## src/common/ucb_pkg.sv

```systemverilog
// Purpose: Shared constants for the serial control and bit-rate block
// Assumes: 3-bit register address, 8-bit register data
// Notes: Bit positions index the 8-bit register words
package ucb_pkg;

  // ==========================================================
  // Register addresses
  localparam logic [2:0] OFS_CONTROL_ONE = 3'h0;
  localparam logic [2:0] OFS_CONTROL_TWO = 3'h1;
  localparam logic [2:0] OFS_SINGLE_LINE = 3'h2;
  localparam logic [2:0] OFS_DATA_BUFFER = 3'h3;
  localparam logic [2:0] OFS_DIVISOR = 3'h4;
  localparam logic [2:0] OFS_STATUS = 3'h5;

  // ==========================================================
  // Control one fields
  localparam int BIT_MASTER_EN = 7;
  localparam int BIT_WORD_LEN = 6;
  localparam int BIT_RX_NINTH = 1;
  localparam int BIT_TX_NINTH = 0;

  // ==========================================================
  // Control two fields
  localparam int BIT_TX_EN = 7;
  localparam int BIT_RX_EN = 6;
  localparam int BIT_SPEED = 5;
  localparam int BIT_ADDR_DET = 4;
  localparam int BIT_WAKE_EN = 3;
  localparam int BIT_RX_IE = 2;
  localparam int BIT_IDLE_IE = 1;
  localparam int BIT_EMPTY_IE = 0;

  // ==========================================================
  // Single line and status fields
  localparam int BIT_SINGLE_LINE = 0;
  localparam int BIT_OVERRUN = 5;
  localparam int BIT_WAKE_PEND = 4;
  localparam int BIT_RX_READY = 2;
  localparam int BIT_TX_IDLE = 1;
  localparam int BIT_TX_EMPTY = 0;

  // ==========================================================
  // Reset values
  localparam logic [7:0] RST_CONTROL_ONE = 8'h00;
  localparam logic [7:0] RST_CONTROL_TWO = 8'h00;
  localparam logic [7:0] RST_SINGLE_LINE = 8'h00;
  localparam logic [7:0] RST_DATA = 8'h00;
  localparam logic [7:0] RST_DIVISOR = 8'h00;

  // ==========================================================
  // Prescaler terminal counts (periods 64 and 16)
  localparam logic [5:0] PRESCALE_LOW_LAST = 6'h3F;
  localparam logic [5:0] PRESCALE_HIGH_LAST = 6'h0F;

endpackage

```

## src/design/ucb_baud_gen.sv

```systemverilog
// Purpose: Free-running bit-rate tick generator
// Assumes: clear high while the unit is disabled
// Notes: One tick every prescale*(N+1) clocks
`timescale 1ns/10ps
`default_nettype none
module ucb_baud_gen
(
  // Clock and reset
  input wire logic clk,
  input wire logic rstn,
  input wire logic clk_en,
  // Control
  input wire logic clear,
  input wire logic speed_high,
  input wire logic [7:0] divisor,
  // Tick
  output logic tick
);

  logic [5:0] pre_reg;
  logic [7:0] cnt_reg;
  logic pre_last;

  assign pre_last = speed_high ? (pre_reg[3:0] == 4'hF)
                               : (pre_reg == ucb_pkg::PRESCALE_LOW_LAST);

  // ==========================================================
  // Prescaler and reloading 8-bit timer
  always_ff @(posedge clk or negedge rstn)
  begin
    if (!rstn)
    begin
      pre_reg <= 6'h00;
      cnt_reg <= ucb_pkg::RST_DIVISOR;
      tick <= 1'b0;
    end
    else if (clk_en)
    begin
      if (clear)
      begin
        pre_reg <= 6'h00;
        cnt_reg <= divisor;
        tick <= 1'b0;
      end
      else
      begin
        pre_reg <= pre_last ? 6'h00 : pre_reg + 6'h01;
        tick <= 1'b0;
        if (pre_last)
        begin
          if (cnt_reg == 8'h00)
          begin
            cnt_reg <= divisor;
            tick <= 1'b1;
          end
          else
            cnt_reg <= cnt_reg - 8'h01;
        end
      end
    end
  end

endmodule
`default_nettype wire

```

## src/design/ucb_wake_detect.sv

```systemverilog
// Purpose: Falling-edge wake request on the shared line
// Assumes: unit_clk_on reflects the unit clock gate
// Notes: Request holds until the unit clock is switched back on
`timescale 1ns/10ps
`default_nettype none
module ucb_wake_detect
(
  // Clock and reset
  input wire logic clk,
  input wire logic rstn,
  input wire logic clk_en,
  // Control
  input wire logic wake_en,
  input wire logic unit_clk_on,
  input wire logic line_in,
  // Request
  output logic wake_req
);

  logic line_d_reg;

  always_ff @(posedge clk or negedge rstn)
  begin
    if (!rstn)
    begin
      line_d_reg <= 1'b1;
      wake_req <= 1'b0;
    end
    else if (clk_en)
    begin
      line_d_reg <= line_in;
      if (unit_clk_on)
        wake_req <= 1'b0;
      else if (wake_en && line_d_reg && !line_in)
        wake_req <= 1'b1;
    end
  end

endmodule
`default_nettype wire

```

## src/design/ucb_control.sv

```systemverilog
// Purpose: Serial port control, data buffer and pin steering
// Assumes: Shift engine outside; registers via plain strobe port
// Notes: Outputs registered; read data one cycle late
//
// Implementation choices: the address map and the address-and-strobe port.
`timescale 1ns/10ps
`default_nettype none
// Overview of operation
// Transmit enable low aborts, empties transmit buffer, floats transmit pin.
// Transmitter runs and drives its pin only with both enables set.
// Receive enable low aborts reception, resets receiver, floats shared line; the block drives it in single-line with transmit enabled.
// Receiver runs on the shared line only with both enables set.
// Bit rate is clock over 64(N+1) low speed, 16(N+1) high.
// Timing comes from a free-running 8-bit timer, N from 0 to 255.
// Address detect: word with address bit one is kept and interrupts.
// Address detect: word with address bit zero is dropped silently.
// Wake enabled and unit clock stopped: falling edge raises wake request.
// No wake request while clock runs, none with wake disabled.
// Software turns the unit clock back on after a wake.
// Receive interrupt enable routes overrun and ready flags to request.
// Idle interrupt enable routes the transmit idle flag to request.
// Empty interrupt enable routes the transmit empty flag to request.
// Single-line off: shared line only receives; on: follows enables.
// Single-line with both enables high: shared line only receives.
// Single-line register: bits 7 to 1 read zero, bit 0 resets zero.
// One data register: writes transmit, reads return received character.
// Master enable low disables all and floats both pins.
// Nine-bit format stores received ninth bit, sends stored ninth bit.
// Bit timer reloads N at terminal count, reset while disabled.
// Request is OR of enabled sources, held until flags serviced.
module ucb_control
(
  // Clock and reset
  input wire logic clk,
  input wire logic rstn,
  input wire logic clk_en,
  // Register port
  input wire logic [2:0] addr,
  input wire logic [7:0] wr_data,
  input wire logic wr_en,
  input wire logic rd_en,
  output logic [7:0] rd_data,
  // Shift engine, transmit side
  output logic eng_tx_run,
  output logic eng_tx_valid,
  output logic [7:0] eng_tx_data,
  output logic eng_tx_ninth,
  input wire logic eng_tx_taken,
  input wire logic eng_tx_done,
  input wire logic eng_tx_bit,
  // Shift engine, receive side
  output logic eng_rx_run,
  output logic eng_rx_line,
  input wire logic eng_rx_valid,
  input wire logic [7:0] eng_rx_data,
  input wire logic eng_rx_ninth,
  // Shared setup to engine
  output logic eng_nine_bit,
  output logic eng_baud_tick,
  // Pins
  output logic tx_pin_out,
  output logic tx_pin_oe,
  input wire logic shared_line_in,
  output logic shared_line_out,
  output logic shared_line_oe,
  // Unit clock gate and requests
  input wire logic unit_clk_on,
  output logic irq_req,
  output logic wake_req
);

  // ==========================================================
  // Register state
  logic port_master_enable;
  logic word_length_select;
  logic tx_ninth_bit;
  logic rx_ninth_bit;
  logic [7:0] control_two_reg;
  logic single_line_select;
  logic [7:0] divisor_bits;
  logic [7:0] rx_data_reg;
  logic tx_full_reg;
  logic overrun_flag;
  logic rx_ready_flag;
  logic tx_idle_flag;
  logic status_seen_reg;
  logic baud_tick;
  logic wake_pend;

  logic tx_enable_ctl;
  logic rx_enable_ctl;
  logic rate_speed_select;
  logic address_detect_enable;
  logic wake_enable;
  logic receive_irq_enable;
  logic tx_idle_irq_enable;
  logic tx_empty_irq_enable;
  logic tx_active;
  logic rx_active;
  logic tx_empty_flag;
  logic rx_addr_bit;
  logic rx_keep;
  logic wr_data_buf;
  logic rd_data_buf;
  logic rd_status;
  logic irq_next;
  logic shared_tx;

  assign tx_enable_ctl = control_two_reg[ucb_pkg::BIT_TX_EN];
  assign rx_enable_ctl = control_two_reg[ucb_pkg::BIT_RX_EN];
  assign rate_speed_select = control_two_reg[ucb_pkg::BIT_SPEED];
  assign address_detect_enable = control_two_reg[ucb_pkg::BIT_ADDR_DET];
  assign wake_enable = control_two_reg[ucb_pkg::BIT_WAKE_EN];
  assign receive_irq_enable = control_two_reg[ucb_pkg::BIT_RX_IE];
  assign tx_idle_irq_enable = control_two_reg[ucb_pkg::BIT_IDLE_IE];
  assign tx_empty_irq_enable = control_two_reg[ucb_pkg::BIT_EMPTY_IE];

  assign tx_active = port_master_enable && tx_enable_ctl;
  assign rx_active = port_master_enable && rx_enable_ctl;
  assign tx_empty_flag = !tx_full_reg;

  // Shared line drives only for a lone transmitter
  assign shared_tx = single_line_select && tx_active
                     && !rx_enable_ctl;

  // Address bit: ninth bit in 9-bit format, else data bit 7
  assign rx_addr_bit = word_length_select ? eng_rx_ninth
                                          : eng_rx_data[7];
  assign rx_keep = !address_detect_enable || rx_addr_bit;

  assign wr_data_buf = wr_en && (addr == ucb_pkg::OFS_DATA_BUFFER);
  assign rd_data_buf = rd_en && (addr == ucb_pkg::OFS_DATA_BUFFER);
  assign rd_status = rd_en && (addr == ucb_pkg::OFS_STATUS);

  // ==========================================================
  // Control one: master enable, word length, transmit ninth bit
  always_ff @(posedge clk or negedge rstn)
  begin
    if (!rstn)
    begin
      port_master_enable <= ucb_pkg::RST_CONTROL_ONE[ucb_pkg::BIT_MASTER_EN];
      word_length_select <= ucb_pkg::RST_CONTROL_ONE[ucb_pkg::BIT_WORD_LEN];
      tx_ninth_bit <= ucb_pkg::RST_CONTROL_ONE[ucb_pkg::BIT_TX_NINTH];
    end
    else if (clk_en && wr_en && addr == ucb_pkg::OFS_CONTROL_ONE)
    begin
      port_master_enable <= wr_data[ucb_pkg::BIT_MASTER_EN];
      word_length_select <= wr_data[ucb_pkg::BIT_WORD_LEN];
      tx_ninth_bit <= wr_data[ucb_pkg::BIT_TX_NINTH];
    end
  end

  // ==========================================================
  // Control two: direction enables cleared while unit disabled
  always_ff @(posedge clk or negedge rstn)
  begin
    if (!rstn)
      control_two_reg <= ucb_pkg::RST_CONTROL_TWO;
    else if (clk_en)
    begin
      if (wr_en && addr == ucb_pkg::OFS_CONTROL_TWO)
        control_two_reg <= wr_data;
      if (!port_master_enable)
      begin
        control_two_reg[ucb_pkg::BIT_TX_EN] <= 1'b0;
        control_two_reg[ucb_pkg::BIT_RX_EN] <= 1'b0;
      end
    end
  end

  // ==========================================================
  // Single line and divisor
  always_ff @(posedge clk or negedge rstn)
  begin
    if (!rstn)
    begin
      single_line_select <= ucb_pkg::RST_SINGLE_LINE[0];
      divisor_bits <= ucb_pkg::RST_DIVISOR;
    end
    else if (clk_en && wr_en)
    begin
      if (addr == ucb_pkg::OFS_SINGLE_LINE)
        single_line_select <= wr_data[ucb_pkg::BIT_SINGLE_LINE];
      if (addr == ucb_pkg::OFS_DIVISOR)
        divisor_bits <= wr_data;
    end
  end

  // ==========================================================
  // Transmit buffer and handover to the shift engine
  always_ff @(posedge clk or negedge rstn)
  begin
    if (!rstn)
    begin
      tx_full_reg <= 1'b0;
      eng_tx_data <= ucb_pkg::RST_DATA;
      eng_tx_ninth <= 1'b0;
    end
    else if (clk_en)
    begin
      if (!tx_active)
        tx_full_reg <= 1'b0;
      else if (wr_data_buf && tx_empty_flag)
      begin
        tx_full_reg <= 1'b1;
        eng_tx_data <= wr_data;
        eng_tx_ninth <= tx_ninth_bit;
      end
      else if (eng_tx_taken)
        tx_full_reg <= 1'b0;
    end
  end

  // ==========================================================
  // Status read arms the flag-clearing data access
  always_ff @(posedge clk or negedge rstn)
  begin
    if (!rstn)
      status_seen_reg <= 1'b0;
    else if (clk_en)
    begin
      if (rd_status)
        status_seen_reg <= 1'b1;
      else if (wr_data_buf || rd_data_buf)
        status_seen_reg <= 1'b0;
    end
  end

  // ==========================================================
  // Transmit idle flag: set on frame end, set wins over clear
  always_ff @(posedge clk or negedge rstn)
  begin
    if (!rstn)
      tx_idle_flag <= 1'b1;
    else if (clk_en)
    begin
      if (!tx_active)
        tx_idle_flag <= 1'b1;
      else if (eng_tx_done && !tx_full_reg)
        tx_idle_flag <= 1'b1;
      else if (wr_data_buf && status_seen_reg && tx_empty_flag)
        tx_idle_flag <= 1'b0;
    end
  end

  // ==========================================================
  // Receive data, ninth bit, ready and overrun
  always_ff @(posedge clk or negedge rstn)
  begin
    if (!rstn)
    begin
      rx_data_reg <= ucb_pkg::RST_DATA;
      rx_ninth_bit <= 1'b0;
      rx_ready_flag <= 1'b0;
      overrun_flag <= 1'b0;
    end
    else if (clk_en)
    begin
      if (!rx_active)
      begin
        rx_ready_flag <= 1'b0;
        overrun_flag <= 1'b0;
      end
      else if (eng_rx_valid && rx_keep)
      begin
        if (rx_ready_flag && !rd_data_buf)
          overrun_flag <= 1'b1;
        else
        begin
          rx_data_reg <= eng_rx_data;
          rx_ninth_bit <= eng_rx_ninth;
          rx_ready_flag <= 1'b1;
          if (rd_data_buf && status_seen_reg)
            overrun_flag <= 1'b0;
        end
      end
      else if (rd_data_buf)
      begin
        rx_ready_flag <= 1'b0;
        if (status_seen_reg)
          overrun_flag <= 1'b0;
      end
    end
  end

  // ==========================================================
  // Bit-rate generator and pin wake detector
  ucb_baud_gen u_baud
  (
    .clk(clk),
    .rstn(rstn),
    .clk_en(clk_en),
    .clear(!port_master_enable),
    .speed_high(rate_speed_select),
    .divisor(divisor_bits),
    .tick(baud_tick)
  );

  ucb_wake_detect u_wake
  (
    .clk(clk),
    .rstn(rstn),
    .clk_en(clk_en),
    .wake_en(wake_enable),
    .unit_clk_on(unit_clk_on),
    .line_in(shared_line_in),
    .wake_req(wake_pend)
  );

  // ==========================================================
  // Interrupt request: OR of enabled sources, held by the flags
  always_comb
  begin
    irq_next = 1'b0;
    if (receive_irq_enable && (overrun_flag || rx_ready_flag))
      irq_next = 1'b1;
    if (tx_idle_irq_enable && tx_idle_flag)
      irq_next = 1'b1;
    if (tx_empty_irq_enable && tx_empty_flag && tx_active)
      irq_next = 1'b1;
    if (wake_pend)
      irq_next = 1'b1;
  end

  always_ff @(posedge clk or negedge rstn)
  begin
    if (!rstn)
    begin
      irq_req <= 1'b0;
      wake_req <= 1'b0;
    end
    else if (clk_en)
    begin
      irq_req <= irq_next;
      wake_req <= wake_pend;
    end
  end

  // ==========================================================
  // Engine controls and pin steering
  always_ff @(posedge clk or negedge rstn)
  begin
    if (!rstn)
    begin
      eng_tx_run <= 1'b0;
      eng_rx_run <= 1'b0;
      eng_tx_valid <= 1'b0;
      eng_nine_bit <= 1'b0;
      eng_baud_tick <= 1'b0;
      eng_rx_line <= 1'b1;
      tx_pin_out <= 1'b1;
      tx_pin_oe <= 1'b0;
      shared_line_out <= 1'b1;
      shared_line_oe <= 1'b0;
    end
    else if (clk_en)
    begin
      eng_tx_run <= tx_active;
      eng_rx_run <= rx_active && !shared_tx;
      eng_tx_valid <= tx_full_reg && tx_active && !eng_tx_taken;
      eng_nine_bit <= word_length_select;
      eng_baud_tick <= baud_tick;
      eng_rx_line <= shared_line_in;
      tx_pin_out <= tx_active ? eng_tx_bit : 1'b1;
      tx_pin_oe <= tx_active;
      shared_line_out <= shared_tx ? eng_tx_bit : 1'b1;
      shared_line_oe <= shared_tx;
    end
  end

  // ==========================================================
  // Read port: data one cycle after the read strobe
  always_ff @(posedge clk or negedge rstn)
  begin
    if (!rstn)
      rd_data <= 8'h00;
    else if (clk_en)
    begin
      rd_data <= 8'h00;
      if (rd_en)
      begin
        unique case (addr)
          ucb_pkg::OFS_CONTROL_ONE:
            rd_data <= {port_master_enable, word_length_select, 4'h0,
                        rx_ninth_bit, 1'b0};
          ucb_pkg::OFS_CONTROL_TWO:
            rd_data <= control_two_reg;
          ucb_pkg::OFS_SINGLE_LINE:
            rd_data <= {7'h00, single_line_select};
          ucb_pkg::OFS_DATA_BUFFER:
            rd_data <= rx_data_reg;
          ucb_pkg::OFS_DIVISOR:
            rd_data <= divisor_bits;
          ucb_pkg::OFS_STATUS:
            rd_data <= {2'h0, overrun_flag, wake_pend, 1'b0,
                        rx_ready_flag, tx_idle_flag, tx_empty_flag};
          default:
            rd_data <= 8'h00;
        endcase
      end
    end
  end

endmodule
`default_nettype wire

```

## config.mk

```make
export PLATFORM = sky130hd
export DESIGN_NAME = ucb_control
export DESIGN_NICKNAME = d
export VERILOG_FILES = /design/src/common/ucb_pkg.sv /design/src/design/ucb_baud_gen.sv /design/src/design/ucb_wake_detect.sv /design/src/design/ucb_control.sv
export SDC_FILE = /design/constraint.sdc
export NUM_CORES = 1
export LEC_CHECK = 0
export BUFFER_PORTS_ARGS = -buffer_cell sky130_fd_sc_hd__buf_2
export CORE_ASPECT_RATIO = 0.5
export CORE_MARGIN = 2
export CORE_UTILIZATION = 50
export CTS_BUF_LIST = sky130_fd_sc_hd__clkbuf_16
export DETAILED_ROUTE_END_ITERATION = 7
export PLACE_DENSITY = 0.72
export SLEW_MARGIN = 5
export SYNTH_ARGS = -nofsm -noshare
export SYNTH_HDL_FRONTEND = slang
export SYNTH_SLANG_ARGS = --single-unit
export TNS_END_PERCENT = 10
```

## constraint.sdc

```tcl
create_clock -name clk -period 2.6 [get_ports clk]
set_clock_uncertainty 0.2 [all_clocks]
set_input_delay 0.52 -clock clk [delete_from_list [all_inputs] [get_ports clk]]
set_output_delay 0.52 -clock clk [all_outputs]
set_load 0.03 [all_outputs]
```

# After elaboration in Yosys (flattened, before gate mapping)
# Cells that the tools add are included.
[word_totals]
output_inout_bits = 29
ff_bits = 78
inputBits = 31
[op_classes]
n_reduce_logical = 53
addsub = 2
bitwise = 1
eq_ne = 15
n_mux = 40
[ops]
columns = ["cell", "n"]
rows = [
  ["8-bit case mux with 6 select lines", 1],
  ["8-bit two-way mux", 5],
  ["1-bit two-way mux", 31],
  ["1-bit logical AND", 26],
  ["2-bit AND reduction", 9],
  ["6-bit two-way mux", 2],
  ["8-bit logical NOT", 1],
  ["4-bit AND reduction", 2],
  ["8-bit by 1-bit subtractor with 8-bit output, second input constant", 1],
  ["1-bit logical NOT", 7],
  ["6-bit by 1-bit adder with 6-bit output, second input constant", 1],
  ["3-bit by 2-bit == test with 1-bit output, second input constant", 2],
  ["3-bit == test, second input constant", 2],
  ["6-bit == test, second input constant", 1],
  ["3-bit by 1-bit != test with 1-bit output, second input constant", 2],
  ["3-bit by 2-bit != test with 1-bit output, second input constant", 2],
  ["3-bit AND reduction", 2],
  ["4-bit == test, second input constant", 1],
  ["2-bit by 1-bit != test with 1-bit output, second input constant", 2],
  ["4-bit by 2-bit != test with 1-bit output, second input constant", 1],
  ["2-bit nonzero test", 2],
  ["3-bit by 1-bit == test with 1-bit output, second input constant", 1],
  ["3-bit logical NOT", 1],
  ["1-bit logical OR", 3],
  ["3 further kinds", 3],
]

# Longest topological paths before layout
# Gate-level depths: netlist of run 1.
[depth]
depth_word = 7
depth_mapped = 6

# By module
# A second synthesis of run 1 with hierarchy kept.
[hier_totals]
hier_cells = 319
area_unflattened_um2 = 3764.9
[modules_own_cells]
columns = ["module", "area_each_um2", "cells_per_inst", "seq_area_each_um2", "instances"]
rows = [
  ["ucb_control", 2802.7, 220, 1556.5, 1],
  ["ucb_baud_gen", 880.8, 94, 375.4, 1],
  ["ucb_wake_detect", 81.3, 5, 51.3, 1],
]

# Worst setup path after synthesis of run 1
# OpenSTA, ideal clock, no wires.
[synth_timing]
path_kind = "input -> register"
start = "input addr[1]"
end = "register eng_tx_data[0]"
t_arrival_ns = 1.661
cell_stages = 5
path_slack_ns = 0.614
n_path_buf = 1
setup_time_ns = 0.125
path_cell_list = "buf_4 > nor2b_4 > nand4_2 > nor3_4 > mux2_2"
[synth_between]
elab_chain_len = 4
[synth_rtl]
columns = ["item", "line_no", "source"]
rows = [
  ["start, declared", "ucb_control.sv:38", "input wire logic [2:0] addr,"],
  ["3-bit by 2-bit == test with 1-bit output", "ucb_control.sv:131", "assign wr_data_buf = wr_en && (addr == ucb_pkg::OFS_DATA_BUFFER);"],
  ["1-bit logical AND", "ucb_control.sv:131", ""],
  ["1-bit logical AND", "ucb_control.sv:203", "else if (wr_data_buf && tx_empty_flag)"],
  ["3-bit AND reduction (no line)", "n/a", ""],
  ["end signal, assigned", "ucb_control.sv:196", "eng_tx_data <= ucb_pkg::RST_DATA;"],
  ["end signal, assigned", "ucb_control.sv:206", "eng_tx_data <= wr_data;"],
  ["end, declared", "ucb_control.sv:46", "output logic [7:0] eng_tx_data,"],
]
# Every way passes these cells.
# A chain may end at the register's enable or synchronous reset.

# Worst setup path in the final report of run 1
[layout_timing]
start = "register u_baud.cnt_reg[0]"
end = "register u_baud.cnt_reg[2]"
[layout_between]
elab_chain_len = 4
word_cells_on_any_way = 5
cone_classes = "1 x add/sub; 3 x mux; 1 x reduce/logical"
[layout_rtl]
columns = ["item", "line_no", "source"]
rows = [
  ["start, declared", "ucb_baud_gen.sv:21", "logic [7:0] cnt_reg;"],
  ["start signal, assigned", "ucb_baud_gen.sv:34", "cnt_reg <= ucb_pkg::RST_DIVISOR;"],
  ["start signal, assigned", "ucb_baud_gen.sv:42", "cnt_reg <= divisor;"],
  ["start signal, assigned", "ucb_baud_gen.sv:53", "cnt_reg <= divisor;"],
  ["8-bit by 1-bit subtractor with 8-bit output / 8-bit logical NOT (equally long branches)", "ucb_baud_gen.sv:57, ucb_baud_gen.sv:51", ""],
  ["8-bit two-way mux *", "ucb_baud_gen.sv:51", "if (cnt_reg == 8'h00)"],
  ["8-bit two-way mux *", "ucb_baud_gen.sv:49", "if (pre_last)"],
  ["8-bit two-way mux *", "ucb_baud_gen.sv:39", "if (clear)"],
]
# Every way passes the cells marked *; elsewhere a longest branch is shown, timed or not. The select of a mux whose other input is x is not followed.

==> results.sh, run 1 <==
export IMPL_fp_coreArea_sq_um=7290
export IMPL_setup_tns_ns=0
export IMPL_io_pins=60
export IMPL_wl_met1_mm=4.31
export IMPL_yosys_area_share_xor_xnor_pct=0.467
export IMPL_rrSetupSlack_ns=0.53
export IMPL_slowest_stage="or3b_2"
export IMPL_post_route_min_period_ns=2.07
export IMPL_chipWidth_um=127
export IMPL_max_vdd_ir_drop_uv=493
export IMPL_setup_violations=0
export IMPL_cp_max_fo=7
export IMPL_critPathCaptureType="flop"
export IMPL_cts_setup_buffers=0
export IMPL_wl_met2_mm=4.10
export IMPL_cts_root_buffer="clkbuf_16"
export IMPL_max_stage_delay_ns=0.50
export IMPL_synth_area_mux_share_pct=15.6
export IMPL_async_reset_ff_share_pct=100
export IMPL_ant_nets=0
export IMPL_synth_edf_count=0
export IMPL_cts_sinks=78
export IMPL_clk_latency_ns=0.34
export IMPL_gp_congestion=0.878
export IMPL_fin_area_sq_um=4490
export IMPL_path_cells="inv_1 > ha_1 > or3b_2 > o21ai_4 > nor3_1 > a311o_1"
export IMPL_synthCells=328
export IMPL_hold_class="in2reg"
export IMPL_drt_iter0_markers=422
export IMPL_clkTransAtPathRegs_ns=0.06
export IMPL_yosys_area_share_simple_pct=12.4
export IMPL_place_detailed_hpwl_mm=6.53
export IMPL_ys_ff_latch=78
export IMPL_synth_fa_ha_area_share_pct=1.00
export IMPL_worst_ep_required_time_ns=2.63
export IMPL_track_usage_pct=23.7
export IMPL_netlist_area_sq_um=3750
export IMPL_clock_fmax_ghz=0.484
export IMPL_routed_wl_mm=9.11
export IMPL_antenna_found_initial=0
export IMPL_p_leak_nw=2.05
export IMPL_overflow=0
export IMPL_floorplan_rows=22
export IMPL_dr_pass1_iters=5
export IMPL_tightest_slew_ns=0.591
export IMPL_fin_nets=431
export IMPL_reg2reg_to="u_baud.cnt_reg[2]"
export IMPL_hold_viol=0
export IMPL_path_class="reg2reg"
export IMPL_via_per_inst=5.94
export IMPL_yosysSeqAreaShare_pct=52.1
export IMPL_dieHeight_um=65.3
export IMPL_initial_core_util_pct=51.5
export IMPL_whs_ns=0.151
export IMPL_port_buffers=59
export IMPL_insertedDiodeCount=0
export IMPL_wire_per_inst_um=18.3
export IMPL_cts_max_path_buffers=2
export IMPL_synth_area_top_cells="dfrtp_1 49%, mux2_2 13%, dfstp_2 2.8%, mux2i_1 2.4%, nor2_1 2.2%"
export IMPL_whs_path_depth=2
export IMPL_ys_flop_type="dfrtp_1"
export IMPL_synthDistinctLibCells=55
export IMPL_period_share_pct=79.5
export IMPL_final_common_cell="dfrtp_1"
export IMPL_top_layer="met4"
export IMPL_cts_tree="done"
export IMPL_area_growth_synth_to_final_pct=19.5
export IMPL_synth_nets=362
export IMPL_rsz0062_at_grt="false"
export IMPL_cts_max_level=3
export IMPL_design_die_area_sq_um=8260
export IMPL_yosysTopAreaCell="dfrtp_1"
export IMPL_holdCritStartpoint="unit_clk_on"
export IMPL_cpLargestDelayFamily="simple AND/OR/NAND/NOR gates"
export IMPL_ys_warn_count=0
export IMPL_instances_no_fill=498
export IMPL_finalPower_mw=4.06
export IMPL_slew_violations=0
export IMPL_r2r_start="u_baud.cnt_reg[0]"
export IMPL_yosysTopAreaCellShare_pct=49.3
export IMPL_status="finished, final reports clean"
export IMPL_slew_headroom_pct=60.2
export IMPL_hold_path_end="u_wake.wake_req"
export IMPL_met3_length_um=516
export IMPL_final_cell_mix="74 x dfrtp_1, 58 x buf_2, 44 x mux2_2"
export IMPL_drc=0
export IMPL_placed_area_sq_um=4210
export IMPL_numCtsBuffers=9
export IMPL_grt_max_degree=41
export IMPL_drv_cap=0
export IMPL_synth_top_family_by_area="multiplexers"
export IMPL_power_density_nw_per_um2=906
export IMPL_cp_start_kind="flop"
export IMPL_num_vias=2956
export IMPL_place_inst=481
export IMPL_arrival_ns=2.09
export IMPL_reg2reg_depth=6
export IMPL_worst_path_buf_inv=1
export IMPL_grt_pass1_wl_mm=14.9
export IMPL_grt_pass1_vias=2894
export IMPL_avgSynthCellArea_sq_um=11.4
export IMPL_drive_above_1_share_pct=35.8
export IMPL_synth_compound_area_share_pct=14.7
-- cell usage after synthesis, drive strengths merged, types with 4 or more instances --
master    n
buf      13
dfstp     4
nor4      6
nand4     6
mux2i     9
a21oi    14
inv      13
o21ai    15
nor3b     4
nor2     22
mux2     44
a22oi     4
a221o     6
o2bb2ai   6
nor3      8
a31oi     4
dfrtp    74
nand3     8
nand2    20
-- power by group --
| part | internal [mW] | switching, mW |
|---|---|---|
| registers | 1.52 | 0.312 |
| logic | 0.484 | 0.606 |
| clock network | 0.637 | 0.505 |
-- stage by stage --
stage          utilization [%]  setup slack (ns)
2_1_floorplan                -             0.614
3_3_place_gp              57.7             0.327
3_5_place_dp              57.7             0.307
4_1_cts                   61.5             0.536
5_1_grt                   61.5             0.454
6_report                  61.5             0.533
-- worst reg2reg max path, delay by kind of cell (launching register included) --
kind | cells | cell delay [ns]
simple gates | 2 | 0.58
buf+inv | 1 | 0.12
fa+ha+maj | 1 | 0.19
flops | 1 | 0.38
compound gates | 2 | 0.49
-- timing repair --
item                                   in CTS  in global routing
hold buffers                                1                  0
endpoints found under the hold margin      37                  0
resized for setup                           0                  0
-- layer usage --
layer  up-vias  global-route usage (%)
met3        21                    6.60
met5         -                       0
met1      1474                    33.0
met4         0                    8.38
li1       1361                       -
met2       100                    35.7
-- logic make-up after synthesis --
kind of cell             Yosys count
AO/OA/AOI/OAI                     76
XOR/XNOR                           2
adder cells (fa/ha/maj)            3
buffers and inverters             31
flip-flops                        78
multiplexers                      53
AND/OR/NAND/NOR                   85
-- worst max path at each step --
stage	from	end	slack, ns	cells after the start
CTS	u_baud.cnt_reg[0]	u_baud.cnt_reg[2]	0.54	6
detailed placement	addr[1]	rx_data_reg[2]	0.31	6
floorplan	addr[1]	eng_tx_data[0]	0.61	5
global route	u_baud.cnt_reg[0]	u_baud.cnt_reg[5]	0.45	6
finish	u_baud.cnt_reg[0]	u_baud.cnt_reg[2]	0.53	6
global placement	addr[1]	rx_data_reg[7]	0.33	6
-- final cells by class --
class | instances | area [sq um]
clock buffer | 9 | 225
clock inverter | 7 | 41.3
fill | 564 | 2810
inverter | 15 | 56.3
multi-input combinational | 219 | 1660
sequential | 78 | 1960
tap | 96 | 120
timing repair buffer | 74 | 425
Power figures use the tool's default switching activity.
==> run 2: changes to the inputs <==
--- a/config.mk
+++ b/config.mk
@@ -11,7 +11,7 @@
 export CORE_UTILIZATION = 50
 export CTS_BUF_LIST = sky130_fd_sc_hd__clkbuf_16
 export DETAILED_ROUTE_END_ITERATION = 7
-export PLACE_DENSITY = 0.72
+export PLACE_DENSITY = 0.75
 export SLEW_MARGIN = 5
 export SYNTH_ARGS = -nofsm -noshare
 export SYNTH_HDL_FRONTEND = slang
==> constraint.sdc (replaced) <==
create_clock -name clk -period 1.8 [get_ports clk]
set_clock_uncertainty 0.2 [all_clocks]
set_input_delay 0.36 -clock clk [delete_from_list [all_inputs] [get_ports clk]]
set_output_delay 0.36 -clock clk [all_outputs]
set_load 0.03 [all_outputs]
==> run 2 against run 1 <==
Compared with the run above:
- the flow now finishes with violations (negative setup slack)
- routed wire length rose by 7.5%
- clock-buffer cell count stayed put
- global-route usage increased by 1.2 points
- sequential share of layout area decreased by 4.1 points
- die area unchanged
- maximum frequency is 11% higher
- critical path type unchanged
- largest cell class unchanged
- largest power group unchanged
- highest routed layer unchanged
==> results.sh, run 2 (same netlist as run 1, synthesis figures left out) <==
export IMPL_initial_core_util_pct=51.5
export IMPL_period_share_pct=103
export IMPL_post_route_min_period_ns=1.86
export IMPL_routed_wl_mm=9.79
export IMPL_cp_max_fo=6
export IMPL_antenna_found_initial=0
export IMPL_drc=0
export IMPL_cts_max_path_buffers=2
export IMPL_slew_violations=0
export IMPL_cts_sinks=78
export IMPL_holdCritStartpoint="eng_tx_taken"
export IMPL_tightest_slew_ns=0.382
export IMPL_slew_headroom_pct=74.5
export IMPL_cts_tree="done"
export IMPL_wire_per_inst_um=18.2
export IMPL_layout_setup_ws_ns=-0.0594
export IMPL_insertedDiodeCount=0
export IMPL_hold_viol=0
export IMPL_gp_congestion=0.939
export IMPL_placed_area_sq_um=4530
export IMPL_numCtsBuffers=9
export IMPL_cts_root_buffer="clkbuf_16"
export IMPL_status="finished, violations left"
export IMPL_setup_violations=4
export IMPL_final_common_cell="dfrtp_1"
export IMPL_preCtsSetupSlack_ns=-0.163
export IMPL_io_pins=60
export IMPL_fin_nets=470
export IMPL_reg2reg_to="u_baud.cnt_reg[2]"
export IMPL_finalPower_mw=6.72
export IMPL_floorplan_rows=22
export IMPL_area_growth_synth_to_final_pct=32.0
export IMPL_fp_coreArea_sq_um=7290
export IMPL_post_route_util_pct=67.9
export IMPL_hold_class="in2reg"
export IMPL_reg2reg_depth=6
export IMPL_overflow=0
export IMPL_violations="negative setup slack"
export IMPL_grt_max_degree=29
export IMPL_clock_fmax_ghz=0.538
export IMPL_cts_max_level=3
export IMPL_cp_start_kind="flop"
export IMPL_hold_path_end="eng_tx_valid"
export IMPL_dieHeight_um=65.3
export IMPL_power_density_nw_per_um2=1360
export IMPL_rrSetupSlack_ns=-0.06
export IMPL_clkTransAtPathRegs_ns=0.06
export IMPL_path_class="reg2reg"
export IMPL_chipWidth_um=127
export IMPL_dr_pass1_iters=5
export IMPL_place_detailed_hpwl_mm=7.07
export IMPL_critPathCaptureType="flop"
export IMPL_design_die_area_sq_um=8260
export IMPL_drive_above_1_share_pct=43.8
export IMPL_whs_path_depth=2
export IMPL_final_cell_mix="74 x dfrtp_1, 58 x buf_2, 48 x buf_4"
export IMPL_max_vdd_ir_drop_uv=891
export IMPL_fin_area_sq_um=4950
export IMPL_r2r_start="u_baud.cnt_reg[0]"
export IMPL_num_vias=3154
export IMPL_track_usage_pct=24.9
export IMPL_drt_iter0_markers=255
export IMPL_via_per_inst=5.87
export IMPL_worst_ep_required_time_ns=1.82
export IMPL_ant_nets=0
export IMPL_clk_latency_ns=0.34
export IMPL_drv_cap=0
export IMPL_arrival_ns=1.88
export IMPL_p_leak_nw=2.30
export IMPL_grt_pass1_wl_mm=15.6
export IMPL_port_buffers=59
export IMPL_rsz0062_at_grt="true"
export IMPL_grt_pass1_vias=3059
## run 2: cell count changes in the layout (fill, tap and decap cells not counted), moves of 2 or more
cell,previous run,this run
a21oi_1,14,12
buf_4,14,48
bufinv_16,0,3
nor3b_2,0,2
buf_12,1,4
a21oi_2,0,2
clkinv_2,3,1
inv_2,0,2
nor3b_1,3,1
inv_1,13,11
## run 2: area by class of cell
class / instances / area (sq um)
Sequential cell: 78 / 1960
Inverter: 15 / 56.3
Multi-Input combinational cell: 219 / 1710
Tap cell: 96 / 120
Clock buffer: 9 / 225
Clock inverter: 7 / 121
Fill cell: 521 / 2340
Timing Repair Buffer: 113 / 762
## run 2: power by group
group	leakage, nW	switching [mW]	internal (mW)
Sequential	1.00	0.412	2.20
Combinational	1.14	1.04	0.974
Clock	0.164	0.740	1.36
## run 2: worst max path at each step
stage,to,cells past startpoint,start
5_1_grt,u_baud.cnt_reg[2],6,u_baud.cnt_reg[0]
2_1_floorplan,eng_tx_data[0],5,addr[1]
3_5_place_dp,rx_data_reg[1],6,addr[1]
6_report,u_baud.cnt_reg[2],6,u_baud.cnt_reg[0]
4_1_cts,u_baud.cnt_reg[2],6,u_baud.cnt_reg[0]
3_3_place_gp,rx_data_reg[6],6,addr[1]
## run 2: worst max-delay path: stages, from the launching register on
cell	delay, ns
dfrtp_1	0.39
inv_2	0.08
ha_4	0.14
or3b_4	0.39
o21ai_4	0.21
nor3_1	0.07
a311o_1	0.27
## run 2: routing by layer
layer  wire length, um  GRT usage [%]  share of wire [%]  vias up
met5                 0              0                  0        -
met2              4590           38.7                 47      133
met1              4370           33.5                 45     1555
met4               181           8.52                1.8        0
met3               641           7.65                6.5       21
li1                  -              -                  -     1445
## run 2: repair_timing
| action | 4_1_cts | 5_1_grt |
|---|---|---|
| buffers inserted | 2 | 0 |
| setup endpoints to repair | 14 | 19 |
| hold endpoints to repair | 22 | 0 |
| pin swaps | 1 | 3 |
| resized for setup | 3 | 7 |
| gates cloned | 0 | 0 |
| hold buffers | 2 | 0 |
## run 2: metrics by stage
step	setup TNS, ns	hold WS (ns)	cells
final	-0.142	0.0269	537
after global routing	-0.755	0.0227	537
after CTS	-0.0885	0.0199	537
after detailed placement	-2.75	0.109	517
after global placement	-1.27	0.0945	517
after floorplan	-0.477	-0.136	328
